File: src/verilog/serial_bus_pkg.sv
package serial_bus_pkg;

  // register offsets on the local port
  localparam logic [2:0] OFS_SHIFT_BYTE_0 = 3'h0;
  localparam logic [2:0] OFS_SHIFT_BYTE_1 = 3'h1;
  localparam logic [2:0] OFS_SHIFT_BYTE_2 = 3'h2;
  localparam logic [2:0] OFS_SHIFT_BYTE_3 = 3'h3;
  localparam logic [2:0] OFS_CONTROL      = 3'h4;
  localparam logic [2:0] OFS_NODE_ADDRESS = 3'h5;
  localparam logic [2:0] OFS_STATE        = 3'h6;

  // control and status bit positions
  localparam int BIT_WRITE_PENDING = 0;
  localparam int BIT_MASTER_STATUS = 1;
  localparam int BIT_PRIOR_MASTER  = 2;
  localparam int BIT_NO_ACK        = 3;
  localparam int BIT_READ_PENDING  = 4;
  localparam int BIT_DEAF          = 5;
  localparam int BIT_MASTERY_WON   = 7;

  // reset values
  localparam logic [7:0]  RST_BYTE    = 8'h00;
  localparam logic [31:0] RST_SHIFT   = 32'h00000000;
  localparam logic [2:0]  RST_ADDRESS = 3'h0;

  // message layout
  localparam int         MSG_BITS      = 32;
  localparam int         ADDR_TOP      = 31;
  localparam int         ADDR_BOTTOM   = 29;
  localparam logic [4:0] LAST_DATA_BIT = 5'h1f;

  // one-hot readable state codes
  typedef enum logic [7:0] {
    S_IDLE   = 8'h01,
    S_ARB    = 8'h02,
    S_LOAD   = 8'h04,
    S_DATA   = 8'h08,
    S_PREACK = 8'h10,
    S_ACK    = 8'h20,
    S_DONE   = 8'h40
  } bus_state_t;

endpackage : serial_bus_pkg
File: src/verilog/pin_sync.sv
`timescale 1ns/1ns
`default_nettype none

module pin_sync #(
  parameter int WIDTH = 1
) (
  input  wire logic             clk,
  input  wire logic             rst_n,
  input  wire logic [WIDTH-1:0] async,
  output logic      [WIDTH-1:0] synced
);

  logic [WIDTH-1:0] stage1;

  // two flops; the first is read by the second only
  always_ff @(posedge clk or negedge rst_n) begin
    if (!rst_n) begin
      stage1 <= '1;
      synced <= '1;
    end else begin
      stage1 <= async;
      synced <= stage1;
    end
  end

endmodule : pin_sync

`default_nettype wire

File: src/verilog/serial_bus_message_transfer.sv
//
// Functional notes
// read pending at state 3 entry sets deaf
// master drives shift output in states 3-34
// non-deaf nodes shift on rising clock edges
// one-hot readable state, advance per clock
// master releases data line in state 35
// addressed non-deaf node pulls low in 36
// master samples ack into no-ack flag
// addressed node sets read pending in 37
// master releases line in 37, back to 0
// read of shift byte 3 clears read pending
// write of shift byte 0 starts sending
// 32 bits, change on rise, latch on fall
// begin low from load until first bit
// write pending pulls line low in idle
// chain token arbitration picks next master
// processor loads shift byte 0 last
// idle in state 0 until new request
// winner sets mastery won on load state
// processor checks flags before loading
// line driven only as wired-AND pull-down
`timescale 1ns/1ns
`default_nettype none

module serial_bus_message_transfer
  import serial_bus_pkg::*;
(
  input  wire logic       core_clk,
  input  wire logic       reset_n,
  input  wire logic [2:0] regAddr,
  input  wire logic [7:0] regWrData,
  input  wire logic       regWrite,
  input  wire logic       regRead,
  output logic      [7:0] regRdData,
  input  wire logic       serialBusClock,
  input  wire logic       dataLineIn,
  output logic            dataLineOut,
  output logic            dataLineOe_n,
  input  wire logic       chainIn,
  output logic            chainOut,
  output logic            serialBusInterrupt
);

  bus_state_t  state;
  logic [31:0] shiftReg;
  logic [4:0]  bitCount;
  logic        sampledBit;
  logic [2:0]  nodeAddress;
  logic        writePending;
  logic        isMaster;
  logic        priorMaster;
  logic        noAck;
  logic        readPending;
  logic        deaf;
  logic        masteryWon;
  logic [2:0]  syncIn;
  logic        clkSync;
  logic        dataSync;
  logic        chainSync;
  logic        clkLast;
  logic        clockRise;
  logic        clockFall;
  logic        addressed;
  logic        becomeMaster;
  logic        pullLow;
  logic        readShift3;
  logic        writeShift0;
  logic        setReadPending;

  // all link inputs come from another clock domain
  pin_sync #(
    .WIDTH (3)
  ) u_pin_sync (
    .clk    (core_clk),
    .rst_n  (reset_n),
    .async  ({serialBusClock, dataLineIn, chainIn}),
    .synced (syncIn)
  );

  assign clkSync   = syncIn[2];
  assign dataSync  = syncIn[1];
  assign chainSync = syncIn[0];

  // edge finder on the synchronised link clock
  always_ff @(posedge core_clk or negedge reset_n) begin
    if (!reset_n) begin
      clkLast <= 1'b1;
    end else begin
      clkLast <= clkSync;
    end
  end

  assign clockRise = clkSync && !clkLast;
  assign clockFall = !clkSync && clkLast;

  // decode helpers
  assign readShift3  = regRead && (regAddr == OFS_SHIFT_BYTE_3);
  assign writeShift0 = regWrite && (regAddr == OFS_SHIFT_BYTE_0);
  assign addressed   = !deaf && (shiftReg[ADDR_TOP:ADDR_BOTTOM] == nodeAddress);
  assign becomeMaster = chainSync && writePending && !priorMaster;
  assign setReadPending = clockRise && (state == S_ACK) && addressed;

  // state counter, one step per link clock rise
  always_ff @(posedge core_clk or negedge reset_n) begin
    if (!reset_n) begin
      state    <= S_IDLE;
      bitCount <= 5'h00;
    end else if (clockRise) begin
      case (state)
        // clock only restarts when somebody requests
        S_IDLE:   state <= S_ARB;
        S_ARB:    state <= S_LOAD;
        S_LOAD:   state <= S_DATA;
        S_DATA: begin
          if (bitCount == LAST_DATA_BIT) begin
            state    <= S_PREACK;
            bitCount <= 5'h00;
          end else begin
            bitCount <= bitCount + 5'h01;
          end
        end
        S_PREACK: state <= S_ACK;
        S_ACK:    state <= S_DONE;
        S_DONE:   state <= S_IDLE;
        default:  state <= S_IDLE;
      endcase
    end
  end

  // receive bit is caught on the falling link edge
  // the ack state is sampled mid-state too: an ack may drop with the clock rise
  always_ff @(posedge core_clk or negedge reset_n) begin
    if (!reset_n) begin
      sampledBit <= 1'b1;
    end else if (clockFall && (state == S_DATA || state == S_ACK)) begin
      sampledBit <= dataSync;
    end
  end

  // shift register: local byte writes, bus shifts
  // bytes are locked out while bits are on the wire
  always_ff @(posedge core_clk or negedge reset_n) begin
    if (!reset_n) begin
      shiftReg <= RST_SHIFT;
    end else if (state == S_DATA) begin
      if (clockRise && !deaf) begin
        shiftReg <= {shiftReg[30:0], sampledBit};
      end
    end else if (regWrite) begin
      case (regAddr)
        OFS_SHIFT_BYTE_0: shiftReg[7:0]   <= regWrData;
        OFS_SHIFT_BYTE_1: shiftReg[15:8]  <= regWrData;
        OFS_SHIFT_BYTE_2: shiftReg[23:16] <= regWrData;
        OFS_SHIFT_BYTE_3: shiftReg[31:24] <= regWrData;
        default: ;
      endcase
    end
  end

  // node address register
  always_ff @(posedge core_clk or negedge reset_n) begin
    if (!reset_n) begin
      nodeAddress <= RST_ADDRESS;
    end else if (regWrite && regAddr == OFS_NODE_ADDRESS) begin
      nodeAddress <= regWrData[2:0];
    end
  end

  // write pending: set by software, cleared by loading byte 0
  always_ff @(posedge core_clk or negedge reset_n) begin
    if (!reset_n) begin
      writePending <= 1'b0;
    end else if (writeShift0 && state == S_LOAD && isMaster) begin
      writePending <= 1'b0;
    end else if (regWrite && regAddr == OFS_CONTROL) begin
      writePending <= regWrData[BIT_WRITE_PENDING];
    end
  end

  // mastery tracking and arbitration
  // software may name the first prior master at start-up
  always_ff @(posedge core_clk or negedge reset_n) begin
    if (!reset_n) begin
      isMaster    <= 1'b0;
      priorMaster <= 1'b0;
    end else if (clockRise && state == S_IDLE) begin
      priorMaster <= isMaster;
    end else if (clockRise && state == S_ARB) begin
      isMaster <= becomeMaster;
    end else if (regWrite && regAddr == OFS_CONTROL && state == S_IDLE) begin
      priorMaster <= regWrData[BIT_PRIOR_MASTER];
      isMaster    <= regWrData[BIT_PRIOR_MASTER];
    end
  end

  // mastery won: hardware set beats software clear
  always_ff @(posedge core_clk or negedge reset_n) begin
    if (!reset_n) begin
      masteryWon <= 1'b0;
    end else if (clockRise && state == S_ARB && becomeMaster) begin
      masteryWon <= 1'b1;
    end else if (regWrite && regAddr == OFS_CONTROL && !regWrData[BIT_MASTERY_WON]) begin
      masteryWon <= 1'b0;
    end
  end

  // no-ack: level seen mid state 36, taken on leaving it
  always_ff @(posedge core_clk or negedge reset_n) begin
    if (!reset_n) begin
      noAck <= 1'b0;
    end else if (clockRise && state == S_ACK && isMaster) begin
      noAck <= sampledBit;
    end else if (regWrite && regAddr == OFS_CONTROL && !regWrData[BIT_NO_ACK]) begin
      noAck <= 1'b0;
    end
  end

  // read pending: set wins over the clearing read
  always_ff @(posedge core_clk or negedge reset_n) begin
    if (!reset_n) begin
      readPending <= 1'b0;
    end else if (setReadPending) begin
      readPending <= 1'b1;
    end else if (readShift3) begin
      readPending <= 1'b0;
    end
  end

  // deaf follows read pending at entry to state 3
  always_ff @(posedge core_clk or negedge reset_n) begin
    if (!reset_n) begin
      deaf <= 1'b0;
    end else if (clockRise && state == S_LOAD) begin
      deaf <= readPending;
    end
  end

  // data line pull-down decision per state
  always_comb begin
    pullLow = 1'b0;
    case (state)
      S_IDLE:   pullLow = writePending;
      // begin-low: held from load until first bit
      S_LOAD:   pullLow = isMaster && !writePending;
      S_DATA:   pullLow = isMaster && !shiftReg[31];
      S_PREACK: pullLow = 1'b0;
      S_ACK:    pullLow = addressed;
      S_DONE:   pullLow = 1'b0;
      default:  pullLow = 1'b0;
    endcase
  end

  // open-drain line: only ever low or released
  assign dataLineOut = 1'b0;

  always_ff @(posedge core_clk or negedge reset_n) begin
    if (!reset_n) begin
      dataLineOe_n <= 1'b1;
      chainOut     <= 1'b0;
    end else begin
      dataLineOe_n <= !pullLow;
      chainOut     <= priorMaster || (chainSync && !writePending);
    end
  end

  assign serialBusInterrupt = noAck || readPending || masteryWon;

  // read data stands in the cycle after the strobe
  always_ff @(posedge core_clk or negedge reset_n) begin
    if (!reset_n) begin
      regRdData <= RST_BYTE;
    end else if (regRead) begin
      case (regAddr)
        OFS_SHIFT_BYTE_0: regRdData <= shiftReg[7:0];
        OFS_SHIFT_BYTE_1: regRdData <= shiftReg[15:8];
        OFS_SHIFT_BYTE_2: regRdData <= shiftReg[23:16];
        OFS_SHIFT_BYTE_3: regRdData <= shiftReg[31:24];
        OFS_CONTROL: begin
          regRdData                    <= RST_BYTE;
          regRdData[BIT_WRITE_PENDING] <= writePending;
          regRdData[BIT_MASTER_STATUS] <= isMaster;
          regRdData[BIT_PRIOR_MASTER]  <= priorMaster;
          regRdData[BIT_NO_ACK]        <= noAck;
          regRdData[BIT_READ_PENDING]  <= readPending;
          regRdData[BIT_DEAF]          <= deaf;
          regRdData[BIT_MASTERY_WON]   <= masteryWon;
        end
        OFS_NODE_ADDRESS: regRdData <= {5'h00, nodeAddress};
        OFS_STATE:        regRdData <= state;
        default:          regRdData <= RST_BYTE;
      endcase
    end else begin
      regRdData <= RST_BYTE;
    end
  end
endmodule : serial_bus_message_transfer

`default_nettype wire

File: config.mk
export PLATFORM = sky130hd
export DESIGN_NAME = serial_bus_message_transfer
export DESIGN_NICKNAME = d
export VERILOG_FILES = /design/src/verilog/serial_bus_pkg.sv /design/src/verilog/pin_sync.sv /design/src/verilog/serial_bus_message_transfer.sv
export SDC_FILE = /design/constraint.sdc
export NUM_CORES = 1
export LEC_CHECK = 0
export BUFFER_PORTS_ARGS = -buffer_cell sky130_fd_sc_hd__buf_2
export CAP_MARGIN = 15
export CORE_ASPECT_RATIO = 0.6
export CORE_MARGIN = 2
export CORE_UTILIZATION = 31
export DETAILED_ROUTE_END_ITERATION = 10
export PLACE_DENSITY = 0.57
export SETUP_SLACK_MARGIN = 0.05
export SLEW_MARGIN = 20
export SYNTH_ARGS = -nofsm -noshare
export SYNTH_HDL_FRONTEND = slang
export SYNTH_SLANG_ARGS = --single-unit
File: constraint.sdc
create_clock -name core_clk -period 3.2 [get_ports core_clk]
set_input_delay 0.64 -clock core_clk [delete_from_list [all_inputs] [get_ports core_clk]]
set_output_delay 0.64 -clock core_clk [all_outputs]
set_load 0.05 [all_outputs]
==> Word-level counts from Yosys, hierarchy flattened <==
Index checks and enable logic that the tools add are counted.
W data, S select, Z words.
{ "totals": {"reg_bits": 73, "input_bits": 18, "wordCells": 124} }
{ "classes": {"add_sub_neg": 1, "n_eq_ne": 17, "n_mux": 25, "bitwise": 1, "reduce_logical": 59} }
{ "ops": {"columns": ["cell", "n"], "rows": [
  ["$mux W32", 3],
  ["$pmux W8 S7", 1],
  ["$mux W8", 6],
  ["$pmux W8 S6", 1],
  ["$logic_and A1 B1 Y1", 26],
  ["$reduce_bool A2 Y1", 11],
  ["$mux W1", 12],
  ["$reduce_and A3 Y1", 4],
  ["$eq A3 B3 Y1 const B", 3],
  ["$logic_not A1 Y1", 9],
  ["$eq A8 B1 Y1 const B", 1],
  ["$eq A8 B2 Y1 const B", 1],
  ["$eq A8 B3 Y1 const B", 1],
  ["$eq A8 B4 Y1 const B", 1],
  ["$eq A8 B5 Y1 const B", 1],
  ["$eq A8 B6 Y1 const B", 1],
  ["$reduce_and A2 Y1", 4],
  ["$eq A3 B2 Y1 const B", 2],
  ["$add A5 B1 Y5 const B", 1],
  ["$eq A5 B5 Y1 const B", 1],
  ["$mux W5", 1],
  ["$logic_or A1 B1 Y1", 4],
  ["$ne A2 B2 Y1 const B", 2],
  ["$pmux W1 S4", 1],
  ["other kinds (5)", 5]
]} }

==> Longest topological paths before layout <==
Gate-level depths: netlist (run 1).
{ "logic_depth": {"ltp_word": 6, "mapped_depth": 7, "depth_no_buf": 7} }

==> Modules after synthesis <==
From an unflattened synthesis (run 1), not the netlist that was laid out.
{ "hier_totals": {"cells_unflattened": 381, "area_unflattened_um2": 3912.5} }
{ "by_module_without_submodules": {"columns": ["module", "n_inst", "cells_each", "area_per_inst_um2", "seq_area_each_um2"], "rows": [
  ["serial_bus_message_transfer", 1, 375, 3754.9, 1656.6],
  ["pin_sync", 1, 6, 157.7, 157.7]
]} }

==> Least setup slack after synthesis (run 1) <==
Ideal clock, no wire load.
{ "synth_path": {"path_kind": "input to register", "start": "input port regAddr[2]", "end": "register shiftReg[10]", "setup_time_ps": 79, "arrival_ps": 1751, "required_time_ps": 3121, "path_slack_ps": 1370, "path_stages": 5, "path_buffers": 1, "cell_sequence": "clkbuf_1 > nor3b_1 > nand2_1 > o21ai_4 > mux2i_1"} }
{ "synth_between": {"elab_chain_len": 3} }
{ "synth_lines": {"columns": ["item", "line_no", "text"], "rows": [
  ["start, declared", "serial_bus_message_transfer.sv:31", "input wire logic [2:0] regAddr,"],
  ["$eq A3 B1 Y1", "serial_bus_message_transfer.sv:151", "case (regAddr)"],
  ["$reduce_bool A2 Y1 (no line)", null, null],
  ["$reduce_and A3 Y1 (no line)", null, null],
  ["end signal, assigned", "serial_bus_message_transfer.sv:148", "shiftReg <= {shiftReg[30:0], sampledBit};"],
  ["end signal, assigned", "serial_bus_message_transfer.sv:153", "OFS_SHIFT_BYTE_1: shiftReg[15:8] <= regWrData;"],
  ["end, declared", "serial_bus_message_transfer.sv:46", "logic [31:0] shiftReg;"]
]} }
Every way passes these cells.
A chain may end at the register's enable or synchronous reset.

==> Final worst setup path (run 1) <==
{ "layout_path": {"start": "register state[0]", "end": "register shiftReg[21]"} }
{ "layout_between": {"elab_chain_len": 3, "word_cells_on_any_way": 6, "classes_between": "eq/ne: 2; mux: 1; reduce/logical: 3"} }
{ "layout_lines": {"columns": ["item", "line_no", "text"], "rows": [
  ["start, declared", "serial_bus_message_transfer.sv:45", "bus_state_t state;"],
  ["start signal, assigned", "serial_bus_message_transfer.sv:107", "state <= S_IDLE;"],
  ["start signal, assigned", "serial_bus_message_transfer.sv:112", "S_IDLE: state <= S_ARB;"],
  ["start signal, assigned", "serial_bus_message_transfer.sv:113", "S_ARB: state <= S_LOAD;"],
  ["$eq A8 B4 Y1 (*)", "serial_bus_message_transfer.sv:146", "end else if (state == S_DATA) begin"],
  ["$ne A2 B1 Y1 (no line) / $reduce_bool A2 Y1 (equally long branches)", null, null],
  ["$reduce_and A3 Y1 (no line)", null, null],
  ["end signal, assigned", "serial_bus_message_transfer.sv:148", null],
  ["end signal, assigned", "serial_bus_message_transfer.sv:154", "OFS_SHIFT_BYTE_2: shiftReg[23:16] <= regWrData;"]
]} }
Every way passes the cells marked *; elsewhere a longest branch is shown, timed or not.

==> metrics.cfg, run 1 <==
[run_status]
outcome=finished, final reports clean

[grt]
antenna_found_initial=0
grt_pass1_wl_um=16800
track_usage=0.167
grt_max_degree=73
grt_use_met3=0.0611
grt_util_met1=0.264
grt.busiest_layer=met1
grt_pass1_vias=2924
use_met2=0.206
grt_overflow_total=0

[cells_and_area]
seqCellArea_um2=1810
layout.nets=417
final_common_cell=dfrtp_1
fin_cells=567
fill_cells=1235
final_cell_area_um2=4420
fin_util=0.364
area_growth_pct=14.0
mostFrequentLayoutCells=dfrtp_1 (62), a21oi_1 (46), inv_1 (41), mux2i_1 (41), buf_2 (27)
multiInputGateArea_um2=1780
antenna_cells=0
drive_gt1_frac=0.187

[synthesis]
synth.distinct_cells=54
async_flop_share=1.00
ys.flop_type=dfrtp_1
synth_seq_cells=72
synth_edf_count=0
synth_cells=375
synth_area_um2=3880
synthesis.nets=395
ys_seq_area_frac=0.468
ys.warnings.count=0
syn_area_per_cell_um2=10.3

[timing]
finClkSkew_ns=0.00624
setup_viol=0
maxSlewViolCount=0
rsz0062_at_grt=false
fmax_ghz=0.457
tns_ns=0
fin_crit_ns=2.19
fin_crit_sh=0.684
hold_violations=0
slew_headroom=0.387
hold_ws_ns=0.354
postLayoutSetupSlackWorst_ns=1.01
tightest_slew_ns=0.919

[critical_path]
path_max_fanout=36
slowest_stage=dfstp_2
max_stage_delay_ns=0.71
path_class=reg -> reg
required_ns=3.45
crit_chain=nor4b_4 -> buf_4 -> and2_1 -> buf_4 -> o21ai_4 -> mux2i_1
cp_common_cell=buf_4
worstPathArrival_ns=2.44
end_kind=register
critPathLaunchType=register

[route]
routed_wl_um=10700
routed-via-count=2994
drt_iter0_drc=325
post_drt_wl_per_cell_um=19.0
drc_errors=0
ant_nets=0
drt-vias-per-instance=5.28
drtPass1Iterations=5

[cts]
cts-resized-gates=0
path_clk_slew_ns=0.06
cts_buffers=9
cts_hold_buf=0
clock_path_buffers=2
cts_post_setup_buffers_inserted=0
cts_tree=done
h-tree-depth=3
root_buffer=clkbuf_16
clk_latency_ns=0.34
clock-sinks=72

[power_and_ir_drop]
power_density_nw_per_um2=724
finalPower_mw=3.20
power.leakage_nw=2.03
peakVddDrop_uv=279

[place]
port_buffers=28
place_inst=551
dp_hpwl_um=7940
place_congestion=0.901
dp_slack_ns=0.806
place_area_um2=4130

[floorplan]
dieWidth_um=148
num_io_pins=30
row_count=31
die_h_um=90.6
coreArea_um2=12100
start_util=0.319
dieArea_um2=13400

[job]
max_cap_violations=0

[worst_hold_path]
hold_class=reg -> reg

registers in the layout (all words and copies together) (netlist names):
name               count
bitCount               5
u_pin_sync.stage1      3
shiftReg              32
masteryWon             1
regRdData              8
noAck                  1
chainOut               1
state                  7
readPending            1
sampledBit             1
isMaster               1
clkLast                1
priorMaster            1
deaf                   1
u_pin_sync.synced      3
writePending           1
dataLineOe_n           1
nodeAddress            3
cells by family after synthesis:
group                      share of synthesized area
AOI/OAI and AO/OA                              0.155
xor gates and xnor gates                     0.00903
adders and majority gates                    0.00645
buffers and inverters                         0.0726
DFF                                            0.468
muxes                                          0.146
other                                       0.000967
and+or+nand+nor                                0.142
synthesized netlist by cell type (6+ instances only):
cell,number,share of area
buf_2,6,0.0077
nor3_1,8,0.010
nand2_1,24,0.023
mux2i_1,41,0.11
nor2_1,11,0.011
inv_1,41,0.040
dfrtp_1,62,0.40
o21ai_0,18,0.023
dfstp_2,10,0.068
clkbuf_1,7,0.0068
nand3_1,13,0.017
a21oi_1,46,0.059
metal layers:
layer | share of wire | routed length, um
met5 | 0 | 0
met2 | 0.37 | 3990
met1 | 0.52 | 5560
met4 | 0.011 | 122
met3 | 0.10 | 1070
where the power goes:
| group | leakage, nW | internal [mW] | switching [mW] |
|---|---|---|---|
| sequential | 0.875 | 1.14 | 0.300 |
| combinational | 1.00 | 0.309 | 0.452 |
| clock | 0.146 | 0.621 | 0.375 |
area by class of cell:
class	count	share of cell area
clock buffers	12	0.0558
clock inverters	4	0.0102
inverters	41	0.0348
multi-input cells	241	0.403
flip-flops and latches	72	0.410
well taps	165	0.0467
repair buffers	32	0.0391
path summary, 6_finish.rpt:
| check | start | endpoint | slack (ns) | depth (start not counted) |
|---|---|---|---|---|
| min in group asynchronous | reset_n | writePending | 0.45 | 1 |
| max in group asynchronous | reset_n | state[4] | 2.17 | 1 |
| worst max register to register | state[0] | shiftReg[21] | 1.01 | 6 |
| worst min register to register | u_pin_sync.stage1[0] | u_pin_sync.synced[0] | 0.35 | 0 |
| worst max-delay path | state[0] | shiftReg[21] | 1.01 | 6 |
| worst min-delay path | u_pin_sync.stage1[0] | u_pin_sync.synced[0] | 0.35 | 0 |
critical path, delay by kind of cell, from the launching register on:
family,cells,cell delay [ns]
buf+inv,2,0.47
mux,1,0.25
compound gates,1,0.41
flops,1,0.71
simple gates,2,0.25
Power figures use the tool's default switching activity.
==> run 2: changes to the inputs <==
Settings changed: ABC_AREA from default to 1.
Clock period 3.2 ns to 2.25 ns, I/O delays scaled along.
==> run 2 against run 1 <==
Against the previous run: non-clock buffer count did not move; register-to-register slack worse by 0.52 ns; worst setup slack worse by 0.52 ns; worst hold slack got worse by 0.23 ns; fmax increased by 24%; final area rose by 2.6%; critical endpoint is now state[5].
==> metrics.cfg, run 2 <==
[cells_and_area]
drive_gt1_frac=0.178  ; was 0.187
fill_cells=1282  ; was 1235
antenna_cells=0  ; unchanged
largest_register_ffs=32  ; unchanged
regMostFlops=shiftReg  ; unchanged
final_cell_area_um2=4540  ; was 4420 um^2
layout.nets=572  ; was 417
area_growth_pct=16.5  ; was 14.0%
mostFrequentLayoutCells=nand2_1 (218), dfrtp_1 (62), inv_1 (43)  ; was dfrtp_1 (62), a21oi_1 (46), inv_1 (41), mux2i_1 (41), buf_2 (27)
final_common_cell=nand2_1  ; was dfrtp_1
reg_top3=shiftReg (32), regRdData (8), state (7)  ; unchanged

[floorplan]
die_h_um=90.8  ; was 90.6 um
row_count=31  ; unchanged
num_io_pins=30  ; unchanged
coreArea_um2=12100  ; unchanged
dieWidth_um=149  ; was 148 um
dieArea_um2=13500  ; was 13400 um^2
start_util=0.321  ; was 0.319

[cts]
clock_path_buffers=2  ; unchanged
cts_buffers=9  ; unchanged
root_buffer=clkbuf_16  ; unchanged
clock-sinks=72  ; unchanged
clk_latency_ns=0.34  ; about the same
cts_post_setup_buffers_inserted=0  ; unchanged
cts_tree=done  ; unchanged
path_clk_slew_ns=0.06  ; about the same
cts_hold_buf=0  ; unchanged
cts-resized-gates=0  ; unchanged
h-tree-depth=3  ; unchanged

[critical_path]
ff2ff_path_depth=10  ; was 6
path_class=reg -> reg  ; unchanged
worstPathArrival_ns=2.02  ; was 2.44 ns
critPathLaunchType=register  ; unchanged
required_ns=2.51  ; was 3.45 ns
end_kind=register  ; unchanged
path_max_fanout=7  ; was 36

[route]
drt_iter0_drc=419  ; was 325
drtPass1Iterations=6  ; was 5
routed.top_layer=met4  ; unchanged
post_drt_wl_per_cell_um=15.5  ; was 19.0 um
routed_wl_um=11200  ; was 10700 um
routed-via-count=3553  ; was 2994
met2WireLength_um=3840  ; was 3990 um
ant_nets=0  ; unchanged
drc_errors=0  ; unchanged
drt-vias-per-instance=4.92  ; was 5.28
route.met3.wl_um=1280  ; was 1070 um
m1WireLength_um=5950  ; was 5560 um

[timing]
finClkSkew_ns=0.00545  ; was 0.00624 ns
fin_crit_sh=0.782  ; was 0.684
tightest_slew_ns=0.631  ; was 0.919 ns
fmax_ghz=0.568  ; was 0.457 GHz
tns_ns=0  ; unchanged
slew_headroom=0.580  ; was 0.387
hold_violations=0  ; unchanged
setup_viol=0  ; unchanged
fin_crit_ns=1.76  ; was 2.19 ns
rsz0062_at_grt=false  ; unchanged
maxSlewViolCount=0  ; unchanged

[synthesis]
async_flop_share=1.00  ; unchanged
synth_area_um2=3890  ; was 3880 um^2
ys.flop_type=dfrtp_1  ; unchanged
synth_cells=515  ; was 375
synth_edf_count=0  ; unchanged
synth.distinct_cells=30  ; was 54
ys_top_cells_by_count=nand2_1 (218), dfrtp_1 (62), inv_1 (43), nor2_1 (41), o21ai_0 (25)  ; was dfrtp_1 (62), a21oi_1 (46), inv_1 (41), mux2i_1 (41), nand2_1 (24)
syn_area_per_cell_um2=7.56  ; was 10.3 um^2
yosysMostFrequentCell=nand2_1  ; was dfrtp_1
yosys.area.top_type=dfrtp_1  ; unchanged
ys_seq_area_frac=0.466  ; was 0.468
synthesis.nets=535  ; was 395
synth_seq_cells=72  ; unchanged
yosys-top-cells-area=dfrtp_1 (40%), nand2_1 (21%), dfstp_2 (6.8%), inv_1 (4.1%), nor2_1 (4.0%)  ; was dfrtp_1 (40%), mux2i_1 (11%), dfstp_2 (6.8%), a21oi_1 (5.9%), inv_1 (4.0%)
yosysTopAreaCellShare=0.399  ; was 0.400
ys.warnings.count=0  ; unchanged

[grt]
grt_pass1_wl_um=17600  ; was 16800 um
grt_overflow_total=0  ; unchanged
grt_max_degree=30  ; was 73
grt_pass1_vias=3096  ; was 2924
track_usage=0.175  ; was 0.167
antenna_found_initial=0  ; unchanged

[job]
max_cap_violations=0  ; unchanged

[worst_hold_path]
hold_class=in -> async  ; was reg -> reg

[place]
dp_hpwl_um=8710  ; was 7940 um
place_congestion=0.935  ; was 0.901
port_buffers=28  ; unchanged
place_area_um2=4240  ; was 4130 um^2

[run_status]
outcome=finished, final reports clean  ; unchanged

[power_and_ir_drop]
power_density_nw_per_um2=1110  ; was 724 nW/um^2
peakVddDrop_uv=619  ; was 279 uV
power.leakage_nw=2.35  ; was 2.03 nW
finalPower_mw=5.03  ; was 3.20 mW

## run 2: changes by cell type in the layout (fill, tap and decap cells not counted), moves of 7 or more
| cell | previous run | this run |
|---|---|---|
| nor2_1 | 11 | 41 |
| nand2_2 | 0 | 12 |
| o21ai_0 | 18 | 25 |
| inv_2 | 0 | 11 |
| o21ai_1 | 0 | 13 |
| nand2_1 | 24 | 218 |
| a21oi_1 | 46 | 9 |
| nand3_1 | 13 | 22 |
| mux2i_1 | 41 | 0 |
## run 2: worst max-delay path, cell delays in order, from the launching register on
cell and delay [ns]:
dfrtp_1 0.39, ha_1 0.19, inv_1 0.06, nor3_1 0.17, ha_1 0.20, inv_1 0.09, nand3_1 0.12, nand2_1 0.16
inv_2 0.16, nand2_1 0.06, o21ai_1 0.09
## run 2: per-layer routing
layer / vias up / track usage
met1: 1674 / 0.299
met5: - / 0
met4: 0 / 0.0452
met3: 8 / 0.0510
li1: 1695 / -
met2: 176 / 0.197
## run 2: per-stage QoR
step                      setup WS (ns)  utilization  instances  hold slack [ns]
after global placement            0.567        0.349        706            0.346
after global routing              0.285        0.374        722            0.178
after floorplan                   0.747            -        515            0.154
final                             0.490        0.374        722            0.127
after detailed placement          0.486        0.349        706            0.347
after CTS                         0.472        0.374        722            0.149
## run 2: cell families (layout without fill, tap and decap cells)
| group | count (synthesis) | after routing | synth area share |
|---|---|---|---|
| xor+xnor | 2 | 2 | 0.00450 |
| flops | 72 | 72 | 0.466 |
| fa+ha+maj | 2 | 2 | 0.00643 |
| compound gates | 57 | 57 | 0.0810 |
| buf+inv | 61 | 103 | 0.0643 |
| other cells | 1 | 1 | 0.000963 |
| simple gates | 320 | 320 | 0.377 |
## run 2: path summary, 6_finish.rpt
kind                                 startpoint                    to  slack (ns)
setup / recovery                    bitCount[0]              state[5]        0.49
hold / removal                          reset_n        nodeAddress[0]        0.13
max in group asynchronous               reset_n           shiftReg[8]        1.41
min in group core_clk                   chainIn  u_pin_sync.stage1[0]        0.21
hold reg to reg            u_pin_sync.stage1[1]  u_pin_sync.synced[1]        0.36
setup reg to reg                    bitCount[0]              state[5]        0.49
## run 2: cell type report
type	count	area, um^2	area share
multi-input cells	382	1830	0.403
flip-flops and latches	72	1810	0.400
clock buffers	9	225	0.0497
inverters	55	206	0.0455
well taps	165	206	0.0455
repair buffers	32	183	0.0403
clock inverters	7	72.6	0.0160
## run 2: where the power goes
part	total [mW]	switching, mW	internal (mW)
clock network	1.42	0.565	0.857
registers	2.09	0.360	1.73
logic	1.52	1.07	0.445
total	5.03	2.00	3.03
